`src/verilog/spfl_regs.svh`:
```
// offsets, field positions, sizes and timing values
`ifndef SPFL_REGS_SVH
`define SPFL_REGS_SVH
`define SPFL_CLK_NS         25
`define SPFL_PROG_TIME_NS   1000000
`define SPFL_SE_TIME_NS     50000000
`define SPFL_BE_TIME_NS     200000000
`define SPFL_CE_TIME_NS     2000000000
`define SPFL_PAGE_BYTES     256
`define SPFL_MEM_TOP        25'h1000000
`define SPFL_SR_BUSY_BIT    0
`define SPFL_SR_WEL_BIT     1
`define SPFL_SR_BP_LSB      2
`define SPFL_SR_TB_BIT      5
`define SPFL_SR_SEC_BIT     6
`define SPFL_SCK_HALF       4
`define SPFL_REG_CMD        8'h00
`define SPFL_REG_ADDR       8'h04
`define SPFL_REG_DATA       8'h08
`define SPFL_REG_STATUS     8'h0C
`define SPFL_CMD_OP_LSB     0
`define SPFL_CMD_ADDR_BIT   8
`define SPFL_CMD_CNT_LSB    9
`define SPFL_CMD_EXTRA_LSB  18
`define SPFL_ST_ACTIVE_BIT  0
`define SPFL_ST_RX_LSB      8
`endif
```
`src/verilog/spfl_pkg.sv`:
```
// types shared by both ends of the serial flash link
package spfl_pkg;
  typedef enum logic [7:0] {
    OP_PROG = 8'h02,
    OP_WRDI = 8'h04,
    OP_RDSR = 8'h05,
    OP_WREN = 8'h06,
    OP_SE   = 8'h20,
    OP_CE2  = 8'h60,
    OP_CE1  = 8'hC7,
    OP_BE   = 8'hD8
  } spfl_opcode_t;
  typedef enum logic [1:0] {
    ER_SECTOR = 2'h0,
    ER_BLOCK  = 2'h1,
    ER_CHIP   = 2'h2
  } spfl_erase_t;
  typedef enum logic [2:0] {
    ST_IDLE  = 3'b001,
    ST_PROG  = 3'b010,
    ST_ERASE = 3'b100
  } spfl_dev_state_t;
  typedef enum logic [3:0] {
    HS_IDLE = 4'b0001,
    HS_LOW  = 4'b0010,
    HS_HIGH = 4'b0100,
    HS_TAIL = 4'b1000
  } spfl_host_state_t;
endpackage

```
`src/verilog/spfl_link_if.sv`:
```
// serial link between host controller and flash device
`timescale 1ns/1ps
interface spfl_link_if;
  logic sck;
  logic csN;
  logic mosi;
  logic miso;
  modport device (input sck, input csN, input mosi, output miso);
  modport host   (output sck, output csN, output mosi, input miso);
endinterface

```
`src/verilog/spfl_device.sv`:
```
// flash device end: command decode, page buffer and self-timed cycles
`timescale 1ns/1ps
`include "spfl_regs.svh"
module spfl_device
  import spfl_pkg::*;
#(
  parameter int unsigned PAGE_BYTES = `SPFL_PAGE_BYTES,
  parameter int unsigned PROG_CYCLES = (`SPFL_PROG_TIME_NS + `SPFL_CLK_NS - 1) / `SPFL_CLK_NS,
  parameter int unsigned SE_CYCLES   = (`SPFL_SE_TIME_NS + `SPFL_CLK_NS - 1) / `SPFL_CLK_NS,
  parameter int unsigned BE_CYCLES   = (`SPFL_BE_TIME_NS + `SPFL_CLK_NS - 1) / `SPFL_CLK_NS,
  parameter int unsigned CE_CYCLES   = (`SPFL_CE_TIME_NS + `SPFL_CLK_NS - 1) / `SPFL_CLK_NS
) (
  input  wire logic        clk,
  input  wire logic        rst_n,
  spfl_link_if.device      link,
  input  wire logic        protectComplement,
  input  wire logic        protectSectorGranularity,
  input  wire logic        protectTopBottom,
  input  wire logic        protectRangeBit2,
  input  wire logic        protectRangeBit1,
  input  wire logic        protectRangeBit0,
  output logic             busyOut,
  output logic             welOut,
  output logic             memWrEn,
  output logic [23:0]      memWrAddr,
  output logic [7:0]       memWrData,
  output logic             eraseReq,
  output spfl_erase_t      eraseKind,
  output logic [23:0]      eraseAddr,
  output logic             cmdRefused
);
  localparam int IDX_W = $clog2(PAGE_BYTES);

  logic [2:0]            sckSync;
  logic [2:0]            csSync;
  logic [1:0]            mosiSync;
  logic [2:0]            bitCnt;
  logic [2:0]            byteCnt;
  logic [6:0]            rxShift;
  logic [7:0]            opcodeReg;
  logic [23:0]           addrReg;
  logic [7:0]            txShift;
  logic                  misoReg;
  logic [7:0]            pageBuf [PAGE_BYTES];
  logic [PAGE_BYTES-1:0] pageValid;
  logic [IDX_W-1:0]      writeIdx;
  logic [IDX_W:0]        walkIdx;
  logic [23-IDX_W:0]     pageBase;
  logic [31:0]           cycleCnt;
  spfl_dev_state_t       stateReg;
  logic                  busyReg;
  logic                  welReg;
  logic [5:0]            protBits;
  logic [7:0]            statusByte;
  logic                  okCmd;
  logic                  startProg;
  logic                  startSe;
  logic                  startBe;
  logic                  startCe;
  logic                  isPe;

  // region is contiguous at one end, so checking both ends of a span covers it
  function automatic logic protHit(input logic [23:0] a, input logic [5:0] pb);
    logic [24:0] span;
    logic        hit;
    span = 25'h0000000;
    hit  = 1'b0;
    if (pb[2:0] != 3'h0) begin
      span = 25'h0000001 << ((pb[4] ? 5'h0B : 5'h0F) + {2'h0, pb[2:0]});
      hit  = pb[3] ? ({1'b0, a} < span) : ({1'b0, a} >= (`SPFL_MEM_TOP - span));
    end
    return hit ^ pb[5];
  endfunction

  wire logic sckRise  = sckSync[1] & ~sckSync[2];
  wire logic sckFall  = ~sckSync[1] & sckSync[2];
  wire logic csLow    = ~csSync[1];
  wire logic csFall   = ~csSync[1] & csSync[2];
  wire logic csRise   = csSync[1] & ~csSync[2];
  wire logic [7:0] rxByte = {rxShift, mosiSync[1]};
  wire logic byteDone = sckRise & csLow & (bitCnt == 3'h7);
  wire logic bufWr    = byteDone & (byteCnt >= 3'h4) & (opcodeReg == OP_PROG) & ~busyReg;
  wire logic cycleDone = busyReg & (cycleCnt == 32'h0);

  assign link.miso = misoReg;
  assign busyOut   = busyReg;
  assign welOut    = welReg;

  always_ff @(posedge clk or negedge rst_n) begin
    if (!rst_n) begin
      sckSync  <= 3'h0;
      csSync   <= 3'h7;
      mosiSync <= 2'h0;
    end else begin
      sckSync  <= {sckSync[1:0], link.sck};
      csSync   <= {csSync[1:0], link.csN};
      mosiSync <= {mosiSync[0], link.mosi};
    end
  end

  always_ff @(posedge clk or negedge rst_n) begin
    if (!rst_n) begin
      bitCnt  <= 3'h0;
      byteCnt <= 3'h0;
      rxShift <= 7'h00;
    end else if (csFall) begin
      bitCnt  <= 3'h0;
      byteCnt <= 3'h0;
    end else if (sckRise && csLow) begin
      bitCnt  <= bitCnt + 3'h1;
      rxShift <= rxByte[6:0];
      if (bitCnt == 3'h7 && byteCnt != 3'h7) begin
        byteCnt <= byteCnt + 3'h1;
      end
    end
  end

  always_ff @(posedge clk or negedge rst_n) begin
    if (!rst_n) begin
      opcodeReg <= 8'h00;
      addrReg   <= 24'h000000;
    end else if (byteDone) begin
      if (byteCnt == 3'h0) begin
        opcodeReg <= rxByte;
      end else if (byteCnt <= 3'h3) begin
        addrReg <= {addrReg[15:0], rxByte};
      end
    end
  end

  // buffer frozen while busy so the running cycle keeps its data
  always_ff @(posedge clk or negedge rst_n) begin
    if (!rst_n) begin
      writeIdx  <= '0;
      pageValid <= '0;
    end else begin
      if (byteDone && byteCnt == 3'h0 && rxByte == OP_PROG && !busyReg) begin
        pageValid <= '0;
      end else if (bufWr) begin
        pageValid[writeIdx] <= 1'b1;
      end
      if (byteDone && byteCnt == 3'h3) begin
        writeIdx <= rxByte[IDX_W-1:0];
      end else if (bufWr) begin
        writeIdx <= writeIdx + 1'b1;
      end
    end
  end

  always_ff @(posedge clk) begin
    if (bufWr) begin
      pageBuf[writeIdx] <= rxByte;
    end
  end

  always_comb begin
    statusByte = 8'h00;
    statusByte[`SPFL_SR_BUSY_BIT] = busyReg;
    statusByte[`SPFL_SR_WEL_BIT]  = welReg;
    statusByte[`SPFL_SR_BP_LSB +: 3] = {protectRangeBit2, protectRangeBit1, protectRangeBit0};
    statusByte[`SPFL_SR_TB_BIT]   = protectTopBottom;
    statusByte[`SPFL_SR_SEC_BIT]  = protectSectorGranularity;
  end

  // status is reloaded at every byte end of an RDSR frame, no busy gating
  always_ff @(posedge clk or negedge rst_n) begin
    if (!rst_n) begin
      txShift <= 8'h00;
      misoReg <= 1'b0;
    end else if (csRise) begin
      txShift <= 8'h00;
      misoReg <= 1'b0;
    end else if (byteDone && ((byteCnt == 3'h0 && rxByte == OP_RDSR) ||
                              (byteCnt != 3'h0 && opcodeReg == OP_RDSR))) begin
      txShift <= statusByte;
    end else if (sckFall && csLow) begin
      misoReg <= txShift[7];
      txShift <= {txShift[6:0], 1'b0};
    end
  end

  always_comb begin
    protBits  = {protectComplement, protectSectorGranularity, protectTopBottom,
                 protectRangeBit2, protectRangeBit1, protectRangeBit0};
    okCmd     = csRise && bitCnt == 3'h0 && !busyReg;
    isPe      = byteCnt != 3'h0 &&
                opcodeReg inside {OP_PROG, OP_SE, OP_BE, OP_CE1, OP_CE2};
    startProg = okCmd && welReg && opcodeReg == OP_PROG && byteCnt >= 3'h5 &&
                !protHit({addrReg[23:IDX_W], {IDX_W{1'b0}}}, protBits);
    startSe   = okCmd && welReg && opcodeReg == OP_SE && byteCnt == 3'h4 &&
                !protHit({addrReg[23:12], 12'h000}, protBits) &&
                !protHit({addrReg[23:12], 12'hFFF}, protBits);
    startBe   = okCmd && welReg && opcodeReg == OP_BE && byteCnt == 3'h4 &&
                !protHit({addrReg[23:16], 16'h0000}, protBits) &&
                !protHit({addrReg[23:16], 16'hFFFF}, protBits);
    startCe   = okCmd && welReg && byteCnt == 3'h1 &&
                (opcodeReg == OP_CE1 || opcodeReg == OP_CE2) &&
                !protHit(24'h000000, protBits) && !protHit(24'hFFFFFF, protBits);
  end

  always_ff @(posedge clk or negedge rst_n) begin
    if (!rst_n) begin
      welReg <= 1'b0;
    end else if (cycleDone) begin
      welReg <= 1'b0;
    end else if (okCmd && byteCnt == 3'h1 && opcodeReg == OP_WREN) begin
      welReg <= 1'b1;
    end else if (okCmd && byteCnt == 3'h1 && opcodeReg == OP_WRDI) begin
      welReg <= 1'b0;
    end
  end

  always_ff @(posedge clk or negedge rst_n) begin
    if (!rst_n) begin
      stateReg <= ST_IDLE;
      busyReg  <= 1'b0;
      cycleCnt <= 32'h0;
      walkIdx  <= '0;
      pageBase <= '0;
    end else begin
      unique case (stateReg)
        ST_IDLE: begin
          if (startProg) begin
            stateReg <= ST_PROG;
            busyReg  <= 1'b1;
            cycleCnt <= PROG_CYCLES - 1;
            walkIdx  <= '0;
            pageBase <= addrReg[23:IDX_W];
          end else if (startSe || startBe || startCe) begin
            stateReg <= ST_ERASE;
            busyReg  <= 1'b1;
            cycleCnt <= startSe ? SE_CYCLES - 1 : (startBe ? BE_CYCLES - 1 : CE_CYCLES - 1);
          end
        end
        ST_PROG, ST_ERASE: begin
          if (!walkIdx[IDX_W]) begin
            walkIdx <= walkIdx + 1'b1;
          end
          if (cycleCnt == 32'h0) begin
            stateReg <= ST_IDLE;
            busyReg  <= 1'b0;
          end else begin
            cycleCnt <= cycleCnt - 32'h1;
          end
        end
      endcase
    end
  end

  // page walk needs PROG_CYCLES above PAGE_BYTES
  always_ff @(posedge clk or negedge rst_n) begin
    if (!rst_n) begin
      memWrEn    <= 1'b0;
      memWrAddr  <= 24'h000000;
      memWrData  <= 8'h00;
      eraseReq   <= 1'b0;
      eraseKind  <= ER_SECTOR;
      eraseAddr  <= 24'h000000;
      cmdRefused <= 1'b0;
    end else begin
      memWrEn    <= stateReg == ST_PROG && !walkIdx[IDX_W] && pageValid[walkIdx[IDX_W-1:0]];
      memWrAddr  <= {pageBase, walkIdx[IDX_W-1:0]};
      memWrData  <= pageBuf[walkIdx[IDX_W-1:0]];
      eraseReq   <= startSe || startBe || startCe;
      // a program or erase frame that lands while busy is dropped silently, not flagged
      cmdRefused <= csRise && isPe && !busyReg &&
                    !(startProg || startSe || startBe || startCe);
      if (startSe) begin
        eraseKind <= ER_SECTOR;
        eraseAddr <= {addrReg[23:12], 12'h000};
      end else if (startBe) begin
        eraseKind <= ER_BLOCK;
        eraseAddr <= {addrReg[23:16], 16'h0000};
      end else if (startCe) begin
        eraseKind <= ER_CHIP;
        eraseAddr <= 24'h000000;
      end
    end
  end
endmodule

```
`src/flat_wrapper.sv`:
```
// flat-port wrapper written by rule: the top's interface ports become plain ports
module spfl_device_flat import spfl_pkg::*;
#(
  parameter int unsigned PAGE_BYTES = `SPFL_PAGE_BYTES,
  parameter int unsigned PROG_CYCLES = (`SPFL_PROG_TIME_NS + `SPFL_CLK_NS - 1) / `SPFL_CLK_NS,
  parameter int unsigned SE_CYCLES   = (`SPFL_SE_TIME_NS + `SPFL_CLK_NS - 1) / `SPFL_CLK_NS,
  parameter int unsigned BE_CYCLES   = (`SPFL_BE_TIME_NS + `SPFL_CLK_NS - 1) / `SPFL_CLK_NS,
  parameter int unsigned CE_CYCLES   = (`SPFL_CE_TIME_NS + `SPFL_CLK_NS - 1) / `SPFL_CLK_NS
)
  (clk, rst_n, protectComplement, protectSectorGranularity, protectTopBottom, protectRangeBit2, protectRangeBit1, protectRangeBit0, busyOut, welOut, memWrEn, memWrAddr, memWrData, eraseReq, eraseKind, eraseAddr, cmdRefused, link_sck, link_csN, link_mosi, link_miso);
  spfl_link_if link_i ();
  input  wire logic clk;
  input  wire logic rst_n;
  input  wire logic protectComplement;
  input  wire logic protectSectorGranularity;
  input  wire logic protectTopBottom;
  input  wire logic protectRangeBit2;
  input  wire logic protectRangeBit1;
  input  wire logic protectRangeBit0;
  output logic busyOut;
  output logic welOut;
  output logic memWrEn;
  output logic [23:0] memWrAddr;
  output logic [7:0] memWrData;
  output logic eraseReq;
  output spfl_erase_t eraseKind;
  output logic [23:0] eraseAddr;
  output logic cmdRefused;
  input wire logic [$bits(link_i.sck)-1:0] link_sck;
  input wire logic [$bits(link_i.csN)-1:0] link_csN;
  input wire logic [$bits(link_i.mosi)-1:0] link_mosi;
  output wire logic [$bits(link_i.miso)-1:0] link_miso;
  assign link_i.sck = link_sck;
  assign link_i.csN = link_csN;
  assign link_i.mosi = link_mosi;
  assign link_miso = link_i.miso;
  spfl_device #(.PAGE_BYTES(PAGE_BYTES), .PROG_CYCLES(PROG_CYCLES), .SE_CYCLES(SE_CYCLES), .BE_CYCLES(BE_CYCLES), .CE_CYCLES(CE_CYCLES)) u_core (.clk(clk), .rst_n(rst_n), .link(link_i), .protectComplement(protectComplement), .protectSectorGranularity(protectSectorGranularity), .protectTopBottom(protectTopBottom), .protectRangeBit2(protectRangeBit2), .protectRangeBit1(protectRangeBit1), .protectRangeBit0(protectRangeBit0), .busyOut(busyOut), .welOut(welOut), .memWrEn(memWrEn), .memWrAddr(memWrAddr), .memWrData(memWrData), .eraseReq(eraseReq), .eraseKind(eraseKind), .eraseAddr(eraseAddr), .cmdRefused(cmdRefused));
endmodule
```
`config.mk`:
```
export PLATFORM = sky130hd
export DESIGN_NAME = spfl_device_flat
export DESIGN_NICKNAME = d
export VERILOG_FILES = /design/src/verilog/spfl_pkg.sv /design/src/verilog/spfl_link_if.sv /design/src/verilog/spfl_device.sv /design/src/flat_wrapper.sv
export VERILOG_INCLUDE_DIRS = /design/src /design/src/verilog
export SDC_FILE = /design/constraint.sdc
export NUM_CORES = 2
export LEC_CHECK = 0
export ABC_AREA = 1
export BUFFER_PORTS_ARGS = -buffer_cell sky130_fd_sc_hd__buf_2
export CORE_UTILIZATION = 35
export CTS_BUF_LIST = sky130_fd_sc_hd__clkbuf_2 sky130_fd_sc_hd__clkbuf_4 sky130_fd_sc_hd__clkbuf_8
export DETAILED_ROUTE_END_ITERATION = 10
export MAX_ROUTING_LAYER = met4
export PLACE_DENSITY = 0.59
export SYNTH_ARGS = -nofsm -noshare
export SYNTH_HDL_FRONTEND = slang
export SYNTH_SLANG_ARGS = --single-unit
```
`constraint.sdc`:
```
create_clock -name clk -period 5.2 [get_ports clk]
set_input_delay 0.78 -clock clk [delete_from_list [all_inputs] [get_ports clk]]
set_output_delay 0.78 -clock clk [all_outputs]
set_load 0.01 [all_outputs]
```
## Word level (Yosys, flattened, before mapping)

Memory sizes are Yosys's and may differ from the RTL's. A register that Yosys moved wholly into a read port is not among the register bits.
Cells that the tools add are included.

| operators by class | value |
|---|---|
| shift operators | 1 |
| multiplexer cells | 62 |
| add/subtract/negate cells | 7 |
| order comparisons | 20 |
| equal/unequal tests | 24 |
| bitwise gates (word level) | 25 |
| reduce and logical (&&, ||, !) cells | 80 |

Operators by type and width:

| cell | count |
|---|---|
| two-way mux 256 bit | 2 |
| bitwise OR 256 bit | 1 |
| two-way mux 32 bit | 4 |
| >= comparator 24 x 25 -> 1 bit | 5 |
| < comparator 24 x 25 -> 1 bit | 5 |
| two-way mux 24 bit | 3 |
| one-hot mux 32 bit (2 select lines) | 1 |
| two-way mux 8 bit | 5 |
| logical AND 1 bit | 38 |
| == test 8 x 3 -> 1 bit (second input constant) | 4 |
| logical NOT 32 bit | 1 |
| subtractor 32 x 1 -> 32 bit (second input constant) | 1 |
| two-way mux 1 bit | 27 |
| two-way mux 27 bit | 1 |
| two-way mux 3 bit | 9 |
| >= comparator 1 x 25 -> 1 bit (first input constant) | 1 |
| >= comparator 24 x 25 -> 1 bit (first input constant) | 1 |
| < comparator 1 x 25 -> 1 bit (first input constant) | 1 |
| < comparator 24 x 25 -> 1 bit (first input constant) | 1 |
| << shifter 1 x 5 -> 25 bit (first input constant) | 1 |
| subtractor 25 bit (first input constant) | 1 |
| < comparator 8 x 9 -> 1 bit (second input constant) | 2 |
| two-way mux 9 bit | 2 |
| one-hot mux 9 bit (2 select lines) | 1 |
| 35 further kinds | 101 |

| storage, ports and cells | value |
|---|---|
| memories | 1 |
| register bits | 441 |
| logic and storage cells | 245 |
| input port bits | 11 |
| output and inout port bits | 64 |
| memory bits (writable) | 2048 |

Memory list:

| name | words | bits a word | read ports | clocked after Yosys merged registers in | wr ports | line | RTL |
|---|---|---|---|---|---|---|---|
| u_core.pageBuf | 256 | 8 | 1 | 1 | 1 | spfl_device.sv:44 | `logic [7:0] pageBuf [PAGE_BYTES];` |

## Longest topological paths before layout

| depth | value |
|---|---|
| depth in word-level cells | 16 |
| gate-level depth with buffers | 38 |

## Least setup slack after synthesis

No wires, ideal clock.

| timing path | value |
|---|---|
| path type | input port to flip-flop |
| from | input port protectRangeBit0 |
| to | register u_core.cycleCnt[20] |
| path buffers | 2 |
| data required time | 5.083 ns |
| arrival time | 4.920 ns |
| cell stages on the path | 33 |
| library setup time | 0.117 ns |
| setup slack | 0.163 ns |
| cell sequence | buf_2 > inv_1 > nand2_1 > inv_2 > fa_1 > inv_2 > nor3_2 > nand3_1 > ha_1 > nand2_1 > nor2_2 > nand2_2 > clkinv_2 > o21a_1 > ha_1 > nand2_1 > nand2_1 > nor2_1 > inv_1 > a21oi_1 > o21a_1 > nand2_1 > nand3_1 > nand2_1 > inv_1 > nand2_2 > a21oi_2 > nor2_4 > nor2_4 > nand4_4 > buf_4 > nand3_1 > nand2_1 |

| between the ends | value |
|---|---|
| word-level cells in the longest chain between the ends | 15 |
| elaborated cells between the ends (all ways) | 62 |

Ends and longest elaborated chain:

| item | line | RTL |
|---|---|---|
| start: declaration | flat_wrapper.sv:19 | `input wire logic protectRangeBit0;` |
| adder 5 x 3 -> 5 bit | spfl_device.sv:69 | `span = 25'h0000001 << ((pb[4] ? 5'h0B : 5'h0F) + {2'h0, pb[2:0]});` |
| << shifter 1 x 5 -> 25 bit | spfl_device.sv:69 |  |
| subtractor 25 bit (no line) | - |  |
| >= comparator 24 x 25 -> 1 bit | spfl_device.sv:70 | `` hit = pb[3] ? ({1'b0, a} < span) : ({1'b0, a} >= (`SPFL_MEM_TOP - span)); `` |
| two-way mux 1 bit | spfl_device.sv:70 |  |
| two-way mux 1 bit | spfl_device.sv:68 | `if (pb[2:0] != 3'h0) begin` |
| bitwise XOR 1 bit | spfl_device.sv:72 | `return hit ^ pb[5];` |
| logical NOT 1 bit | spfl_device.sv:194 | `!protHit({addrReg[23:16], 16'h0000}, protBits) &&` |
| logical AND 1 bit | spfl_device.sv:193 | `startBe = okCmd && welReg && opcodeReg == OP_BE && byteCnt == 3'h4 &&` |
| logical AND 1 bit | spfl_device.sv:194 |  |
| two-way mux 27 bit | spfl_device.sv:232 | `cycleCnt <= startSe ? SE_CYCLES - 1 : (startBe ? BE_CYCLES - 1 : CE_CYCLES - 1);` |
| two-way mux 32 bit | spfl_device.sv:232 |  |
| two-way mux 32 bit | spfl_device.sv:229 | `end else if (startSe \|\| startBe \|\| startCe) begin` |
| two-way mux 32 bit | spfl_device.sv:223 | `if (startProg) begin` |
| one-hot mux 32 bit (2 select lines) | spfl_device.sv:221 | `unique case (stateReg)` |
| end signal: assignment | spfl_device.sv:226 | `cycleCnt <= PROG_CYCLES - 1;` |
| end signal: assignment | spfl_device.sv:232 |  |
| end signal: assignment | spfl_device.sv:243 | `cycleCnt <= cycleCnt - 32'h1;` |
| end: declaration | spfl_device.sv:49 | `logic [31:0] cycleCnt;` |

Several ways; a longest one is shown, not always the timed one. The select of a mux whose other input is x is not followed.
A chain may end at the register's enable or synchronous reset.

## Worst setup path after layout

| timing path | value |
|---|---|
| from | input port protectRangeBit0 |
| to | register u_core.cycleCnt[5] |

| between the ends | value |
|---|---|
| word-level cells in the longest chain between the ends | 14 |
| elaborated cells between the ends (all ways) | 61 |

Ends and longest elaborated chain:

| item | line |
|---|---|
| adder 5 x 3 -> 5 bit | spfl_device.sv:69 |
| << shifter 1 x 5 -> 25 bit | spfl_device.sv:69 |
| subtractor 25 bit (no line) | - |
| >= comparator 24 x 25 -> 1 bit | spfl_device.sv:70 |
| two-way mux 1 bit | spfl_device.sv:70 |
| two-way mux 1 bit | spfl_device.sv:68 |
| bitwise XOR 1 bit | spfl_device.sv:72 |
| logical NOT 1 bit, on equally long branches | spfl_device.sv:191, spfl_device.sv:194 |
| logical AND 1 bit, on equally long branches | spfl_device.sv:190, spfl_device.sv:193 |
| logical AND 1 bit, on equally long branches | spfl_device.sv:191, spfl_device.sv:194 |
| two-way mux 32 bit / logical OR 1 bit (equally long branches) | spfl_device.sv:232, spfl_device.sv:229 |
| two-way mux 32 bit / logical OR 1 bit (equally long branches) | spfl_device.sv:229 |
| two-way mux 32 bit / != test 3 x 1 -> 1 bit (equally long branches) | - |
| one-hot mux 32 bit (2 select lines) / AND reduction 2 bit (equally long branches) | - |

Several ways; a longest one is shown, not always the timed one. The select of a mux whose other input is x is not followed.

==> flow_metrics.py <==
metrics = {
    "clock_tree": {
        "cts_root_buf": "clkbuf_8",
        "cts_tree": "built",
        "clock_sinks": 2485,
        "insertion_delay_ns": 1.08,
        "h-tree-depth": 5,
        "post-cts-setup-buffers": 0,
        "clk_pin_slew_worst_paths_ns": 0.06,
        "clock_path_buffers": 4,
        "cts_made_buffers": 406,
    },
    "sta": {
        "finalHoldViolations": 0,
        "relSlewSlack_pct": 1.23,
        "setup_viol": 0,
        "rsz0062_at_grt": "false",
        "period_share_pct": 88.9,
        "fin_worst_skew_ns": 0.159,
        "worst_slew_pin_slew_ns": 1.47,
        "clock.fmax_mhz": 216,
        "period_needed_ns": 4.62,
        "maxSlewViolCount": 0,
    },
    "yosys": {
        "synth-seq-cells": 2485,
        "synthArstFlopShare_pct": 17.6,
        "synth_compound_area_share_pct": 13.3,
        "syn_area_mm2": 0.102,
        "yosys.area_share.adder_pct": 0.658,
        "synth.avg_cell_area_um2": 11.5,
        "synth_top_flop_cell": "edfxtp_1",
        "synth_cell_type_count": 52,
        "ys_warn_count": 0,
        "synth_top_family_by_area": "compound AO/OA/AOI/OAI gates",
        "yosysSeqAreaShare_pct": 71.1,
        "synthCells": 8888,
        "synth_edf_count": 2048,
        "synth_xor_xnor_area_share_pct": 0.198,
        "yosys-mux-area-fraction_pct": 0,
        "yosys.area_share.simple_pct": 11.6,
    },
    "run": {
        "cap_viol_max_count": 1,
    },
    "worst_setup_path": {
        "critical_path.startpoint": "protectRangeBit0",
        "end_kind": "flip-flop",
        "cp_data_required_time_ns": 6.01,
        "start_kind": "input port",
        "cp.arrival_ns": 5.43,
        "crit_type": "input port to flip-flop",
        "timing.rr.start": "u_core.walkIdx[0]",
        "slowest_delay_ns": 0.55,
        "cp_common_cell": "nand2_1",
        "r2r_slack_ns": 0.81,
        "cpMaxStageDelayCell": "fa_1",
        "path_max_fanout": 32,
    },
    "cells_and_area": {
        "nFillCells": 27141,
        "area_growth_pct": 15.8,
        "seqCellArea_mm2": 0.0725,
        "stdcell_count": 13516,
        "drive_above_1_share_pct": 14.2,
        "finalInstanceArea_mm2": 0.118,
        "multiInputGateArea_mm2": 0.0263,
        "nets": 9339,
    },
    "grt": {
        "grt-ovfl-total": 0,
        "track_usage_pct": 20.9,
        "grt_max_degree": 193,
        "antenna_found_initial": 14,
        "grt_pass1_vias": 70180,
        "grt_first_pass_wirelength_um": 454000,
    },
    "hold_path": {
        "hp-start": "protectSectorGranularity",
        "hp-class": "input port to flip-flop",
    },
    "floorplan": {
        "ios": 75,
        "die_h_um": 541,
        "core_area_mm2": 0.289,
        "dieArea_mm2": 0.293,
        "start_util_pct": 35.3,
        "die_w_um": 541,
        "fp-row-count": 197,
    },
    "power": {
        "power.total_mw": 41.4,
        "p_seq_share_pct": 53.9,
        "leakagePower_nw": 43.0,
        "power_frac_clock_pct": 42.8,
        "combPwrFrac_pct": 3.2,
        "switching_share_pct": 22.3,
        "p_int_mw": 32.2,
        "power_density_mw_per_mm2": 351,
        "peakVddDrop_uv": 208,
        "p_sw_mw": 9.23,
    },
    "placed_design": {
        "routabilityCongestion": 0.896,
        "dp_hpwl_um": 179000,
        "placed_cells": 12743,
        "port_buffers": 62,
        "placed_area_mm2": 0.109,
    },
    "routing": {
        "vias": 72869,
        "drtPass1Iterations": 6,
        "wl_per_cell_um": 22.7,
        "drc": 0,
        "routed_wl_um": 307000,
        "ant_nets": 0,
        "drtIter0Drc": 8583,
        "drt-vias-per-instance": 5.39,
    },
    "outcome": {
        "violations": "capacitance limit",
        "status": "finished with violations",
    },
}
## final cells by class
type	count	share of cell area (%)
Clock inverter	113	0.692
Antenna cell	11	0.0233
Tap cell	3880	4.12
Timing Repair Buffer	583	4.16
Sequential cell	2485	61.5
Inverter	206	0.678
Clock buffer	645	6.56
Multi-Input combinational cell	5593	22.3
## critical path: cells and delay by family
family                     cells  cell delay [ns]
and+or+nand+nor               18             1.98
xor gates and xnor gates       1             0.21
AOI/OAI and AO/OA              4             0.74
buffers and inverters          9             0.81
adders and majority gates      2             0.84
## kinds of logic after synthesis
family                     Yosys count
DFF                               2485
AOI/OAI and AO/OA                 2464
other                                1
adders and majority gates           53
xor gates and xnor gates            23
and+or+nand+nor                   3041
buffers and inverters              821
## timing repair
item	CTS	global route
endpoints found under the hold margin	100	0
gates resized for setup	0	0
hold buffers	4	0
## registers in the layout, indices dropped and copies added, names as in the netlist, 7 cells and up
register,cells
u_core.pageBuf,2048
u_core.pageValid,256
u_core.cycleCnt,32
u_core.addrReg,24
u_core.memWrAddr,24
u_core.pageBase,16
u_core.eraseAddr,12
u_core.walkIdx,9
u_core.memWrData,8
u_core.opcodeReg,8
u_core.txShift,8
u_core.writeIdx,8
u_core.rxShift,7
## layout by cell type, fill, tap and decap left out, drive strengths merged, types with 2 or more instances in the layout
cell / netlist / layout
a21oi: 59 / 59
diode: 0 / 11
clkbuf: 572 / 645
dfrtp: 433 / 433
o22ai: 736 / 736
bufinv: 0 / 6
o21a: 3 / 3
buf: 43 / 579
a21boi: 2 / 2
o21ai: 1602 / 1602
nand3: 119 / 119
a31oi: 2 / 2
nor4: 12 / 12
xnor2: 9 / 9
nor2: 2517 / 2517
o32ai: 41 / 41
nor3: 26 / 26
edfxtp: 2048 / 2048
dfstp: 4 / 4
o21bai: 3 / 3
inv: 204 / 209
xor2: 14 / 14
ha: 52 / 52
nand4: 28 / 28
nand2: 328 / 328
clkinv: 2 / 98
clkinvlp: 0 / 6
o21ba: 3 / 3
o221ai: 7 / 7
a211oi: 2 / 2
or2: 8 / 8
conb: 1 / 12
dlygate4sd3: 0 / 4
## final timing paths
kind / end / cells past startpoint
worst max register to register: u_core.memWrEn / 14
max in group asynchronous: u_core.pageValid[145] / 3
worst max-delay path: u_core.cycleCnt[5] / 34
min in group asynchronous: u_core.cycleCnt[14] / 2
worst min-delay path: u_core.txShift[6] / 3
worst min register to register: u_core.sckSync[1] / 0
## Yosys cell counts (2+ instances only)
library cell	count	area share, %
dfstp_2	4	0.10
o21bai_1	3	0.022
nand2_1	318	1.2
o21ai_0	1581	7.8
buf_4	18	0.13
o22ai_1	736	4.5
nand4_1	26	0.16
a21boi_0	2	0.015
inv_2	6	0.022
a31oi_1	2	0.012
clkbuf_1	572	2.1
nand2_2	9	0.055
nor4_1	12	0.074
nor2_4	4	0.044
nor2_1	2508	9.2
o21a_1	3	0.022
nor3_1	25	0.12
nand3_2	6	0.059
buf_6	4	0.044
o21ba_2	3	0.029
o32ai_1	41	0.35
o221ai_1	7	0.060
xor2_1	14	0.12
xnor2_1	9	0.077
a21oi_1	56	0.28
nor2_2	5	0.031
ha_1	52	0.64
buf_2	3	0.015
edfxtp_1	2048	60
buf_1	18	0.066
inv_1	198	0.73
a211oi_1	2	0.015
or2_2	8	0.049
a21oi_2	3	0.026
o21ai_1	21	0.10
nand3_1	113	0.56
dfrtp_1	433	11
## layer usage
layer	share of wire [%]	GRT usage, %	vias up
met2	47	32.5	3327
met3	8.1	3.38	575
met5	0	-	-
met4	3.4	7.12	0
li1	-	-	32752
met1	42	27.9	36215
## per-stage QoR
stage | setup TNS, ns | setup WS [ns] | hold slack (ns) | utilization [%]
5_1_grt | 0 | 0.122 | 0.244 | 40.8
3_3_place_gp | -17.40 | -0.315 | 0.334 | 37.9
2_1_floorplan | 0 | 0.163 | 0.331 | -
3_5_place_dp | -19.05 | -0.315 | 0.336 | 37.9
6_report | 0 | 0.577 | 0.274 | 40.9
4_1_cts | 0 | 0.699 | 0.210 | 40.8
## power groups by stage
| stage | clock, mW | sequential, mW | combinational [mW] |
|---|---|---|---|
| 2_1_floorplan | 0 | 23.1 | 0.268 |
| 3_3_place_gp | 0 | 22.7 | 1.32 |
| 3_5_place_dp | 0 | 22.7 | 1.35 |
| 6_report | 17.7 | 22.3 | 1.34 |
| 5_1_grt | 18.8 | 22.3 | 1.45 |
| 4_1_cts | 18.0 | 22.3 | 1.35 |
(Power assumes the default switching activity.)
